## src/rtl/dcps_defs.svh

```systemverilog
/*
  Timing counts, command codes and bit positions for the clock-enable
  power-state block. Assumes a 40 MHz core clock (25 ns period).
*/
`ifndef DCPS_DEFS_SVH
`define DCPS_DEFS_SVH

// Clock period in picoseconds
`define DCPS_CLK_PS          25000
// Minimum clock-enable pulse, in picoseconds
`define DCPS_CKE_MIN_PS      5000
// Self-refresh exit time, in picoseconds
`define DCPS_XS_PS           270000
// DLL lock time after self-refresh exit, in picoseconds
`define DCPS_XSDLL_PS        15000000
// Burst length in clock cycles
`define DCPS_BURST_CYC       8'h04
// Row precharge time in clock cycles
`define DCPS_PRE_CYC         8'h03
// Refresh cycle time in clock cycles
`define DCPS_REF_CYC         8'h0B
// Power-down exit time in clock cycles
`define DCPS_XP_CYC          8'h02
// Derived counts, rounded up; the self-refresh exit count is held to at least one cycle
`define DCPS_XS_CYC   (((`DCPS_XS_PS + `DCPS_CLK_PS - 1) / `DCPS_CLK_PS) < 1 ? 1 : \
                       ((`DCPS_XS_PS + `DCPS_CLK_PS - 1) / `DCPS_CLK_PS))
`define DCPS_XSDLL_CYC (((`DCPS_XSDLL_PS + `DCPS_CLK_PS - 1) / `DCPS_CLK_PS))

// Command pin pattern {act_n, ras_n, cas_n, we_n}; activate is act_n low
`define DCPS_CMD_NOP         4'hF
`define DCPS_PAT_REF         4'h9
`define DCPS_PAT_PRE         4'hA
`define DCPS_PAT_WR          4'hC
`define DCPS_PAT_RD          4'hD
// One-hot state bits that drive status pins directly
`define DCPS_ST_PDOWN_BIT    6
`define DCPS_ST_SREF_BIT     7

`endif

```

## src/rtl/dcps_pkg.sv

```systemverilog
/*
  Types for the clock-enable power-state block.
  Assumes dcps_defs.svh is available on the include path.
*/
package dcps_pkg;

  // Device state, one-hot
  typedef enum logic [7:0] {
    DCPS_IDLE   = 8'h01,
    DCPS_ACTIVE = 8'h02,
    DCPS_READ   = 8'h04,
    DCPS_WRITE  = 8'h08,
    DCPS_PRECH  = 8'h10,
    DCPS_REFR   = 8'h20,
    DCPS_PDOWN  = 8'h40,
    DCPS_SREF   = 8'h80
  } dcps_state_t;

  // Decoded command
  typedef enum logic [2:0] {
    DCPS_C_DES = 3'h0,
    DCPS_C_NOP = 3'h1,
    DCPS_C_ACT = 3'h2,
    DCPS_C_RD  = 3'h3,
    DCPS_C_WR  = 3'h4,
    DCPS_C_PRE = 3'h5,
    DCPS_C_REF = 3'h6,
    DCPS_C_OTH = 3'h7
  } dcps_cmd_t;

endpackage

```

## src/rtl/dcps_cmd_decode.sv

```systemverilog
/*
  Command decoder: turns the sampled command pins into a command code.
  Assumes pins are synchronous to ref_clk and sampled by the caller.
*/
`timescale 1ns/1ps
`default_nettype none
`include "dcps_defs.svh"

module dcps_cmd_decode
  import dcps_pkg::*;
(
  // Command pins
  input  wire logic       csN,
  input  wire logic       actN,
  input  wire logic       rasN,
  input  wire logic       casN,
  input  wire logic       weN,
  // Decoded command
  output dcps_cmd_t       cmd
);

  // --------------------------------------------------------------
  // Decode
  // --------------------------------------------------------------
  wire logic [3:0] pat = {actN, rasN, casN, weN};

  // Chip select high is deselect; pattern chooses the rest
  always_comb begin
    if (csN)
      cmd = DCPS_C_DES;
    else if (!actN)
      cmd = DCPS_C_ACT;
    else if (pat == `DCPS_CMD_NOP)
      cmd = DCPS_C_NOP;
    else if (pat == `DCPS_PAT_RD)
      cmd = DCPS_C_RD;
    else if (pat == `DCPS_PAT_WR)
      cmd = DCPS_C_WR;
    else if (pat == `DCPS_PAT_PRE)
      cmd = DCPS_C_PRE;
    else if (pat == `DCPS_PAT_REF)
      cmd = DCPS_C_REF;
    else
      cmd = DCPS_C_OTH;
  end

endmodule
`default_nettype wire

```

## src/rtl/dcps_timer.sv

```systemverilog
/*
  Down-counting timer, loaded with a count and reporting when expired.
  Assumes a single clock and asynchronous active-low reset.
*/
`timescale 1ns/1ps
`default_nettype none

module dcps_timer (
  // Clock and reset
  input  wire logic        ref_clk,
  input  wire logic        reset_n,
  // Load
  input  wire logic        load,
  input  wire logic [19:0] loadVal,
  // Status
  output logic             done
);

  // --------------------------------------------------------------
  // Counter
  // --------------------------------------------------------------
  logic [19:0] count_r;

  // Load has priority; otherwise count down to zero
  always_ff @(posedge ref_clk or negedge reset_n) begin
    if (!reset_n)
      count_r <= 20'h00000;
    else if (load)
      count_r <= loadVal;
    else if (count_r != 20'h00000)
      count_r <= count_r - 20'h00001;
  end

  assign done = (count_r == 20'h00000);

endmodule
`default_nettype wire

```

## src/rtl/dcps_power_ctrl.sv

```systemverilog
/*
  Clock-enable power-state control of a DRAM device: tracks the device
  state from the clock-enable pair and the registered command, and
  reports power-down, self refresh, idle and termination availability.
  Assumes the controller keeps to the legal command and clock-enable
  sequences; all pins are synchronous to ref_clk.
*/
// Notes on behaviour
// - Act on previous, current clock enable, state
// - Self refresh entered only from idle
// - Idle needs banks closed, timers expired
// - Power-down kind depends on open banks
// - No refresh while in power-down
// - Command pins ignored while clock enable stays low
// - Termination ignored; unavailable in self refresh
// - No-operation decoded, does nothing
// - Deselect accepts no new command
// - Deselect leaves running operations unaffected
// - Commands decoded from pins at rising edge
// - Reset is asynchronous only
`timescale 1ns/1ps
`default_nettype none
`include "dcps_defs.svh"

module dcps_power_ctrl
  import dcps_pkg::*;
(
  // Clock and reset
  input  wire logic  ref_clk,
  input  wire logic  reset_n,
  // Command pins
  input  wire logic  cke,
  input  wire logic  csN,
  input  wire logic  actN,
  input  wire logic  rasN,
  input  wire logic  casN,
  input  wire logic  weN,
  input  wire logic  odt,
  // Bank bookkeeping
  input  wire logic  autoPre,
  // Status
  output logic [7:0] devState,
  output logic       inPowerDown,
  output logic       inSelfRefresh,
  output logic       isIdle,
  output logic       banksOpen,
  output logic       refreshBusy,
  output logic       odtEnable,
  output logic       readAllowed
);

  // --------------------------------------------------------------
  // Registers
  // --------------------------------------------------------------
  dcps_state_t state_r, state_nxt;
  logic        ckePrev_r;
  logic        banksOpen_r, banksOpen_nxt;
  logic [7:0]  opCnt_r, opCnt_nxt;
  logic        refreshBusy_r;
  logic        odtEnable_r;
  logic        readAllowed_r;
  logic        isIdle_r;
  dcps_cmd_t   cmd;

  // --------------------------------------------------------------
  // Command decode and timers
  // --------------------------------------------------------------
  // Pins sampled on the rising edge by the state register below
  dcps_cmd_decode uDecode (
    .csN  (csN),
    .actN (actN),
    .rasN (rasN),
    .casN (casN),
    .weN  (weN),
    .cmd  (cmd)
  );

  wire logic srExit = (state_r == DCPS_SREF) && !ckePrev_r && cke;
  wire logic pdExit = (state_r == DCPS_PDOWN) && !ckePrev_r && cke;
  wire logic xsDone;
  wire logic xsdllDone;
  wire logic xpDone;

  dcps_timer uXs (
    .ref_clk (ref_clk),
    .reset_n (reset_n),
    .load    (srExit),
    .loadVal (20'(`DCPS_XS_CYC)),
    .done    (xsDone)
  );

  dcps_timer uXsdll (
    .ref_clk (ref_clk),
    .reset_n (reset_n),
    .load    (srExit),
    .loadVal (20'(`DCPS_XSDLL_CYC)),
    .done    (xsdllDone)
  );

  dcps_timer uXp (
    .ref_clk (ref_clk),
    .reset_n (reset_n),
    .load    (pdExit),
    .loadVal (20'(`DCPS_XP_CYC)),
    .done    (xpDone)
  );

  // --------------------------------------------------------------
  // Edge classification
  // --------------------------------------------------------------
  // Clock enable pair picks the action for this edge
  wire logic ckeFall = ckePrev_r && !cke;
  wire logic ckeHold = ckePrev_r && cke;
  wire logic ckeLow  = !ckePrev_r && !cke;
  wire logic opDone  = (opCnt_r == 8'h00);
  // Deselect and no-operation accept nothing new
  wire logic newCmd  = ckeHold && (cmd != DCPS_C_DES) && (cmd != DCPS_C_NOP);

  // Idle: banks closed, no burst, clock enable high, self-refresh and power-down exit timers expired
  // Clock enable counts at the edge before, so a falling edge can still see idle
  wire logic idleNow = (state_r == DCPS_IDLE) && !banksOpen_r && opDone
                       && ckePrev_r && xsDone && xpDone;

  // Where an operation settles, from the bank state it leaves behind
  function automatic dcps_state_t rest_state(input logic open);
    return open ? DCPS_ACTIVE : DCPS_IDLE;
  endfunction

  // --------------------------------------------------------------
  // Next-state logic
  // --------------------------------------------------------------
  always_comb begin
    state_nxt     = state_r;
    banksOpen_nxt = banksOpen_r;
    opCnt_nxt     = opDone ? opCnt_r : opCnt_r - 8'h01;
    case (state_r)
      DCPS_PDOWN: begin
        // Burst with auto precharge still closes its bank on its last cycle
        if (autoPre && opCnt_r == 8'h01)
          banksOpen_nxt = 1'b0;
        // Pins ignored while low; exit on rise
        if (cke)
          state_nxt = rest_state(banksOpen_nxt);
      end
      DCPS_SREF: begin
        opCnt_nxt = 8'h00;
        if (cke)
          state_nxt = DCPS_IDLE;
      end
      DCPS_IDLE: begin
        if (ckeFall && idleNow && cmd == DCPS_C_DES)
          state_nxt = DCPS_SREF;
        else if (ckeFall)
          state_nxt = DCPS_PDOWN;
        else if (newCmd && cmd == DCPS_C_ACT) begin
          banksOpen_nxt = 1'b1;
          state_nxt     = DCPS_ACTIVE;
        end else if (newCmd && cmd == DCPS_C_REF) begin
          opCnt_nxt = `DCPS_REF_CYC;
          state_nxt = DCPS_REFR;
        end
      end
      DCPS_ACTIVE: begin
        if (ckeFall)
          state_nxt = DCPS_PDOWN;
        else if (newCmd && cmd == DCPS_C_RD) begin
          opCnt_nxt = `DCPS_BURST_CYC;
          state_nxt = DCPS_READ;
        end else if (newCmd && cmd == DCPS_C_WR) begin
          opCnt_nxt = `DCPS_BURST_CYC;
          state_nxt = DCPS_WRITE;
        end else if (newCmd && cmd == DCPS_C_PRE) begin
          opCnt_nxt = `DCPS_PRE_CYC;
          state_nxt = DCPS_PRECH;
        end
      end
      DCPS_READ, DCPS_WRITE, DCPS_PRECH: begin
        if (state_r == DCPS_PRECH)
          banksOpen_nxt = 1'b0;
        else if (autoPre && opDone)
          banksOpen_nxt = 1'b0;
        // Power-down kind follows bank state at completion
        if (ckeFall)
          state_nxt = DCPS_PDOWN;
        // Settle from the bank state after this edge
        else if (opDone)
          state_nxt = rest_state(banksOpen_nxt);
      end
      DCPS_REFR: begin
        if (ckeFall || (opDone && !ckeLow))
          state_nxt = ckeFall ? DCPS_PDOWN : DCPS_IDLE;
      end
      default: state_nxt = DCPS_IDLE;
    endcase
  end

  // --------------------------------------------------------------
  // State registers
  // --------------------------------------------------------------
  // Asynchronous reset only; all else on the rising edge
  always_ff @(posedge ref_clk or negedge reset_n) begin
    if (!reset_n) begin
      state_r     <= DCPS_IDLE;
      ckePrev_r   <= 1'b0;
      banksOpen_r <= 1'b0;
      opCnt_r     <= 8'h00;
    end else begin
      state_r     <= state_nxt;
      ckePrev_r   <= cke;
      banksOpen_r <= banksOpen_nxt;
      opCnt_r     <= opCnt_nxt;
    end
  end

  // Status flags, registered
  always_ff @(posedge ref_clk or negedge reset_n) begin
    if (!reset_n) begin
      refreshBusy_r <= 1'b0;
      odtEnable_r   <= 1'b0;
      readAllowed_r <= 1'b0;
      isIdle_r      <= 1'b0;
    end else begin
      refreshBusy_r <= (state_nxt == DCPS_REFR);
      odtEnable_r   <= odt && (state_nxt != DCPS_SREF) && xsdllDone && !srExit;
      readAllowed_r <= xsdllDone && (state_nxt != DCPS_SREF) && !srExit;
      isIdle_r      <= idleNow;
    end
  end

  // --------------------------------------------------------------
  // Outputs
  // --------------------------------------------------------------
  assign devState      = state_r;
  assign inPowerDown   = state_r[`DCPS_ST_PDOWN_BIT];
  assign inSelfRefresh = state_r[`DCPS_ST_SREF_BIT];
  assign banksOpen     = banksOpen_r;
  assign refreshBusy   = refreshBusy_r;
  assign odtEnable     = odtEnable_r;
  assign readAllowed   = readAllowed_r;
  assign isIdle        = isIdle_r;
endmodule
`default_nettype wire

```

## config.mk

```make
export PLATFORM = sky130hd
export DESIGN_NAME = dcps_power_ctrl
export DESIGN_NICKNAME = d
export VERILOG_FILES = /design/src/rtl/dcps_pkg.sv /design/src/rtl/dcps_cmd_decode.sv /design/src/rtl/dcps_timer.sv /design/src/rtl/dcps_power_ctrl.sv
export VERILOG_INCLUDE_DIRS = /design/src /design/src/rtl
export SDC_FILE = /design/constraint.sdc
export NUM_CORES = 1
export LEC_CHECK = 0
export BUFFER_PORTS_ARGS = -buffer_cell sky130_fd_sc_hd__buf_4
export CAP_MARGIN = 20
export CORE_MARGIN = 4
export CORE_UTILIZATION = 56
export DETAILED_ROUTE_END_ITERATION = 16
export HOLD_SLACK_MARGIN = 0.03
export PLACE_DENSITY_LB_ADDON = 0.05
export SLEW_MARGIN = 20
export SYNTH_ARGS = -nofsm -noshare
export SYNTH_HDL_FRONTEND = slang
export SYNTH_HIERARCHICAL = 1
export SYNTH_SLANG_ARGS = --single-unit
```

## constraint.sdc

```tcl
create_clock -name ref_clk -period 2.7 [get_ports ref_clk]
set_clock_uncertainty 0.05 [all_clocks]
set_input_delay 0 -clock ref_clk [delete_from_list [all_inputs] [get_ports ref_clk]]
set_output_delay 0 -clock ref_clk [all_outputs]
set_load 0.005 [all_outputs]
```

; ---- Yosys cells after proc, flatten, opt, wreduce, memory -nomap -nowiden
; Cells that the tools add are included.
[op_classes]
n_addsub = 4
n_eq_ne = 25
n_mux = 49
n_reduce_logical = 50
[op_table]
columns = op, count
row1 = $mux W8, 22
row2 = $mux W20, 6
row3 = $logic_not A20 Y1, 3
row4 = $reduce_bool A20 Y1, 3
row5 = $sub A20 B1 Y20 const B, 3
row6 = $pmux W8 S6, 1
row7 = $logic_and A1 B1 Y1, 29
row8 = $pmux W8 S3, 1
row9 = $eq A4 B4 Y1 const B, 5
row10 = $mux W3, 6
row11 = $eq A8 B1 Y1 const B, 2
row12 = $eq A8 B6 Y1 const B, 2
row13 = $eq A3 B3 Y1 const B, 3
row14 = $mux W1, 9
row15 = $eq A8 B2 Y1 const B, 1
row16 = $eq A8 B3 Y1 const B, 1
row17 = $eq A8 B4 Y1 const B, 1
row18 = $eq A8 B5 Y1 const B, 1
row19 = $eq A8 B7 Y1 const B, 1
row20 = $eq A8 B8 Y1 const B, 1
row21 = $logic_not A8 Y1, 1
row22 = $ne A8 B8 Y1 const B, 1
row23 = $sub A8 B1 Y8 const B, 1
row24 = $mux W7, 1
row25 = other kinds (13), 23
[word_totals]
reg_bits = 82
out_inout_bits = 15

; ---- Depth between registers and ports, before layout
[depth]
depth_word = 21
mapped_depth = 11
ltp_nobuf = 10

; ---- By module
; Netlist, hierarchy kept.
[modules_own_cells]
columns = mod, n_inst, cells_each, area_each_um2, seq_area_each_um2
row1 = dcps_power_ctrl, 1, 193, 1620.3, 551.8
row2 = dcps_timer (uXp), 1, 144, 1306.3, 500.5
row3 = dcps_timer (uXs), 1, 142, 1277.5, 500.5
row4 = dcps_timer (uXsdll), 1, 122, 1241.2, 500.5
row5 = dcps_cmd_decode, 1, 6, 51.3, 0.0

; ---- Worst setup path after synthesis
; No wires, ideal clock.
[synth_timing]
path_kind = register to register
startpoint = register uXs.count_r[0]
endpoint = register odtEnable_r (netlist: odtEnable)
t_arrival_ps = 2750
required_ps = 2530
path_slack_ps = -220
stages_incl_launch_ff = 12
path_buffers = 1
synth_period_minus_slack_ps = 2920
cell_sequence = dfrtp_1 inv_1 ha_1 or3b_2 or4_4 buf_6 nor2_2 nand4b_1 nor3_4 nand2_1 and3b_1 and3_1
[synth_between]
elab_chain_cells = 11
[synth_lines]
columns = item, line
row1 = start: declaration, dcps_timer.sv:22  ; logic [19:0] count_r;
row2 = start signal: assignment, dcps_timer.sv:29  ; count_r <= loadVal;
row3 = start signal: assignment, dcps_timer.sv:31  ; count_r <= count_r - 20'h00001;
row4 = $logic_not A20 Y1, dcps_timer.sv:34  ; assign done = (count_r == 20'h00000);
row5 = named net xsDone, dcps_power_ctrl.sv:80  ; wire logic xsDone;
row6 = $logic_and A1 B1 Y1 (2 in series), dcps_power_ctrl.sv:122  ; && ckePrev_r && xsDone && xpDone;
row7 = $logic_and A1 B1 Y1 (2 in series), dcps_power_ctrl.sv:151  ; if (ckeFall && idleNow && cmd == DCPS_C_DES)
row8 = $mux W8, dcps_power_ctrl.sv:151
row9 = $pmux W8 S6, dcps_power_ctrl.sv:136  ; case (state_r)
row10 = $ne A8 B8 Y1, dcps_power_ctrl.sv:224  ; odtEnable_r <= odt && (state_nxt != DCPS_SREF) && xsdllDone && !srExit;
row11 = $logic_and A1 B1 Y1 (3 in series), dcps_power_ctrl.sv:224
row12 = end signal: assignment, dcps_power_ctrl.sv:224
row13 = end: declaration, dcps_power_ctrl.sv:60  ; logic odtEnable_r;
; The timed path passes the listed nets, and every way through them passes these cells.
; A chain may end at the register's enable or synchronous reset.

; ---- Worst setup path in the final report
[layout_timing]
startpoint = register uXs.count_r[0]
endpoint = register readAllowed_r (netlist: readAllowed)
[layout_between]
elab_chain_cells = 10
[layout_lines]
columns = item, line
row1 = $logic_not A20 Y1, dcps_timer.sv:34
row2 = named net xsDone, dcps_power_ctrl.sv:80
row3 = $logic_and A1 B1 Y1 (2 in series), dcps_power_ctrl.sv:122
row4 = $logic_and A1 B1 Y1 (2 in series), dcps_power_ctrl.sv:151
row5 = $mux W8, dcps_power_ctrl.sv:151
row6 = $pmux W8 S6, dcps_power_ctrl.sv:136
row7 = $ne A8 B8 Y1, dcps_power_ctrl.sv:225  ; readAllowed_r <= xsdllDone && (state_nxt != DCPS_SREF) && !srExit;
row8 = $logic_and A1 B1 Y1 (2 in series), dcps_power_ctrl.sv:225
row9 = end signal: assignment, dcps_power_ctrl.sv:225
row10 = end: declaration, dcps_power_ctrl.sv:61  ; logic readAllowed_r;
; The timed path passes the listed nets, and every way through them passes these cells.

==> run summary <==
vias post-DR - 4819
Worst Path Max Fanout - 3
Max Freq - 0.384 GHz
TritonCTS buffer count - 9
async set-reset flop share out of synthesis - 1.00
CP max stage delay - 0.51 ns
gpl congestion - 0.905
cell breakdown of the critical path - inv_2 -> ha_4 -> or3b_4 -> or4_4 -> nor2_4 -> nand4b_1 -> nor3_4 -> nand2_1 -> and3b_1 -> and2_1
grt ovf - 0
Top FF cell, synth - dfrtp_1
Seq/Total Area, Yosys - 0.374
Skew-Pair Late Insertion Delay - 0.36 ns
register area - 2050 sq um
most frequent cell after synthesis - dfrtp_1
1st-iter DRT viols - 253
CP Class - reg -> reg
DRC violations left - 0
PnR worst setup slack - 0.0965 ns
post-synth top area cell - dfrtp_1
Pwr Total - 0.00498 W
hpwl dp - 9450 microns
Pwr Density - 773 nW/um^2
CP arrival - 2.80 ns
Synthesis Warnings - 6
fillers - 781
Worst Tran Pin Value - 0.679 ns
clock period minus worst slack - 2.60 ns
IO buf count - 24
starting density of the core - 0.584
diode count - 0
Syn Area/Cell - 9.06 sq um
die width - 107 microns
Post-synth EDFFs - 0
share of cells above drive strength 1 - 0.187
Syn-to-layout area delta - 17.2%
Setup Viol. Count Final - 0
Post-Layout Cell Count - 850
DIE AREA - 11500 sq um
DP Worst Slack - 0.0707 ns
post-route cell area - 6440 sq um
RSZ-0062 raised after global routing - true
number of placement rows - 35
max-capacitance violation count - 0
remaining antenna violation count after routing - 0
worst vdd ir - 0.370 mV
first-pass GRT wire length - 22700 microns
top-level port count - 25
root buffer cell - clkbuf_8
Max-slew headroom - 0.543
synth top area cells - dfrtp_1, nand2_1, nor2_1
area taken by multi-input logic gates - 3430 sq um
min-delay worst type - in -> async
H-tree Lvls - 3
nets@finish - 734
DRT Wirelength - 13000 microns
Cells after DPL - 827
CTS tree - yes
clk slew on worst S/H paths - 0.09 ns
share of the synthesized area in the top cell type - 0.369
Leakage - 2.66 nW
largest net degree at the start of global routing - 46
Post-Syn Area - 5500 sq um
number of global-route vias before repair - 4716
core area - 9420 sq um
DP Area - 6190 sq um
Pre-antenna DRT Iters - 5
per-cell routed wire length - 15.3 microns
clk sinks - 82
Global Route Usage Sum - 0.242
register bit count reported by yosys - 82
Synth cell types - 87
Worst path slowest cell - or4_4
Max Transition Viols Final - 0
CP Capture Type - flip-flop
final hold viol count - 0
Die Ht - 107 microns
maximum root-to-sink buffer count - 2
Synth top cells by count - dfrtp_1, nand2_1, nor2_1
worst path required time - 2.90 ns
outcome - complete, no violations
Mapped Cells - 607
fin crit share - 0.964
initial antenna violation count - 0
routed vias/inst - 5.67
startpoint types - flip-flop
area by class of cell:
type                    count  area share
clock buffers              10      0.0214
clock inverters             6     0.00622
inverters                  25      0.0146
multi-input cells         531       0.532
flip-flops and latches     82       0.319
well taps                 129      0.0251
repair buffers             67      0.0816
report_power, final:
group | leakage, nW | total (W) | switching [W] | internal, W
combinational | 1.57 | 0.00190 | 0.000977 | 0.000925
clock | 0.0924 | 0.000841 | 0.000481 | 0.000360
sequential | 0.993 | 0.00224 | 0.000602 | 0.00163
final timing paths:
path / from / end / slack, ns / cells past startpoint
setup / recovery: uXs/count_r[0] / readAllowed / 0.1 / 10
hold / removal: reset_n / uXp/count_r[4] / 0.1 / 2
hold reg to reg: uXs/count_r[7] / uXs/count_r[7] / 0.50 / 1
max in group asynchronous: reset_n / devState[0] / 1.83 / 3
min in group ref_clk: csN / devState[2] / 0.16 / 5
setup reg to reg: uXs/count_r[0] / readAllowed / 0.1 / 10
layer usage:
| metal | wire length (microns) | global-route usage | share of wire | vias to the layer above |
|---|---|---|---|---|
| li1 | - | - | - | 2390 |
| met1 | 5890 | 0.331 | 0.45 | 2306 |
| met2 | 6490 | 0.403 | 0.50 | 103 |
| met3 | 506 | 0.0301 | 0.039 | 20 |
| met4 | 167 | 0.0703 | 0.013 | 0 |
| met5 | 0 | 0 | 0 | - |
cell families (layout without fill, tap and decap cells):
group / count (synthesis) / count (layout) / synth area share
AND/OR/NAND/NOR: 277 / 277 / 0.301
flip-flops: 82 / 82 / 0.374
XOR/XNOR: 38 / 38 / 0.0605
multiplexers: 3 / 3 / 0.00569
AO/OA/AOI/OAI: 144 / 144 / 0.191
other: 2 / 61 / 0.00137
buffers and inverters: 53 / 108 / 0.0487
adder cells (fa/ha/maj): 8 / 8 / 0.0182
per-stage QoR:
step                      setup TNS (ns)  hold slack (ns)   util
after global placement                 0          -0.0437  0.657
after global routing            -0.00960            0.139  0.684
final                                  0           0.0997  0.684
after detailed placement               0          -0.0407  0.657
after CTS                              0            0.103  0.680
after floorplan                  -0.0195           -0.346      -
cell usage in the layout (no fill, tap or decap), types with 5 or more instances in the layout:
cell type and count:
nor3b_1 7, a211oi_1 5, dfrtp_1 81, inv_1 22
nor3_1 22, a2bb2oi_1 9, nand2b_1 11, nor2b_1 6
ha_1 7, a31oi_1 6, buf_4 62, nand2_1 64
nor2_1 56, or3_1 6, conb_1 61, or4_1 8
nand3_1 14, o31ai_1 14, xor2_1 16, a21oi_1 24
nand4_1 14, nor4_1 12, clkbuf_8 10, o21ai_0 25
nor4_4 5, o41ai_1 5, xnor2_1 22
flip-flops by register name, summed over array words and instances, names as in the netlist:
register and cells:
uXp/count_r 20, uXs/count_r 20, uXsdll/count_r 20, devState 8
opCnt_r 8, banksOpen 1, ckePrev_r 1, isIdle 1
odtEnable 1, readAllowed 1, refreshBusy 1
worst max-delay path: cells and delay by family (launching register included):
kind | cells | cell delay (ns)
DFF | 1 | 0.41
buffers and inverters | 1 | 0.09
and+or+nand+nor | 8 | 1.82
adders and majority gates | 1 | 0.12
what timing repair did:
item                                    in CTS  in global routing
resized for setup                            0                  3
setup buffers                                0                  3
endpoints found under the setup margin       0                  2
hold buffers                                 4                  0
hold endpoints to repair                    85                  0
Power figures use the tool's default switching activity.
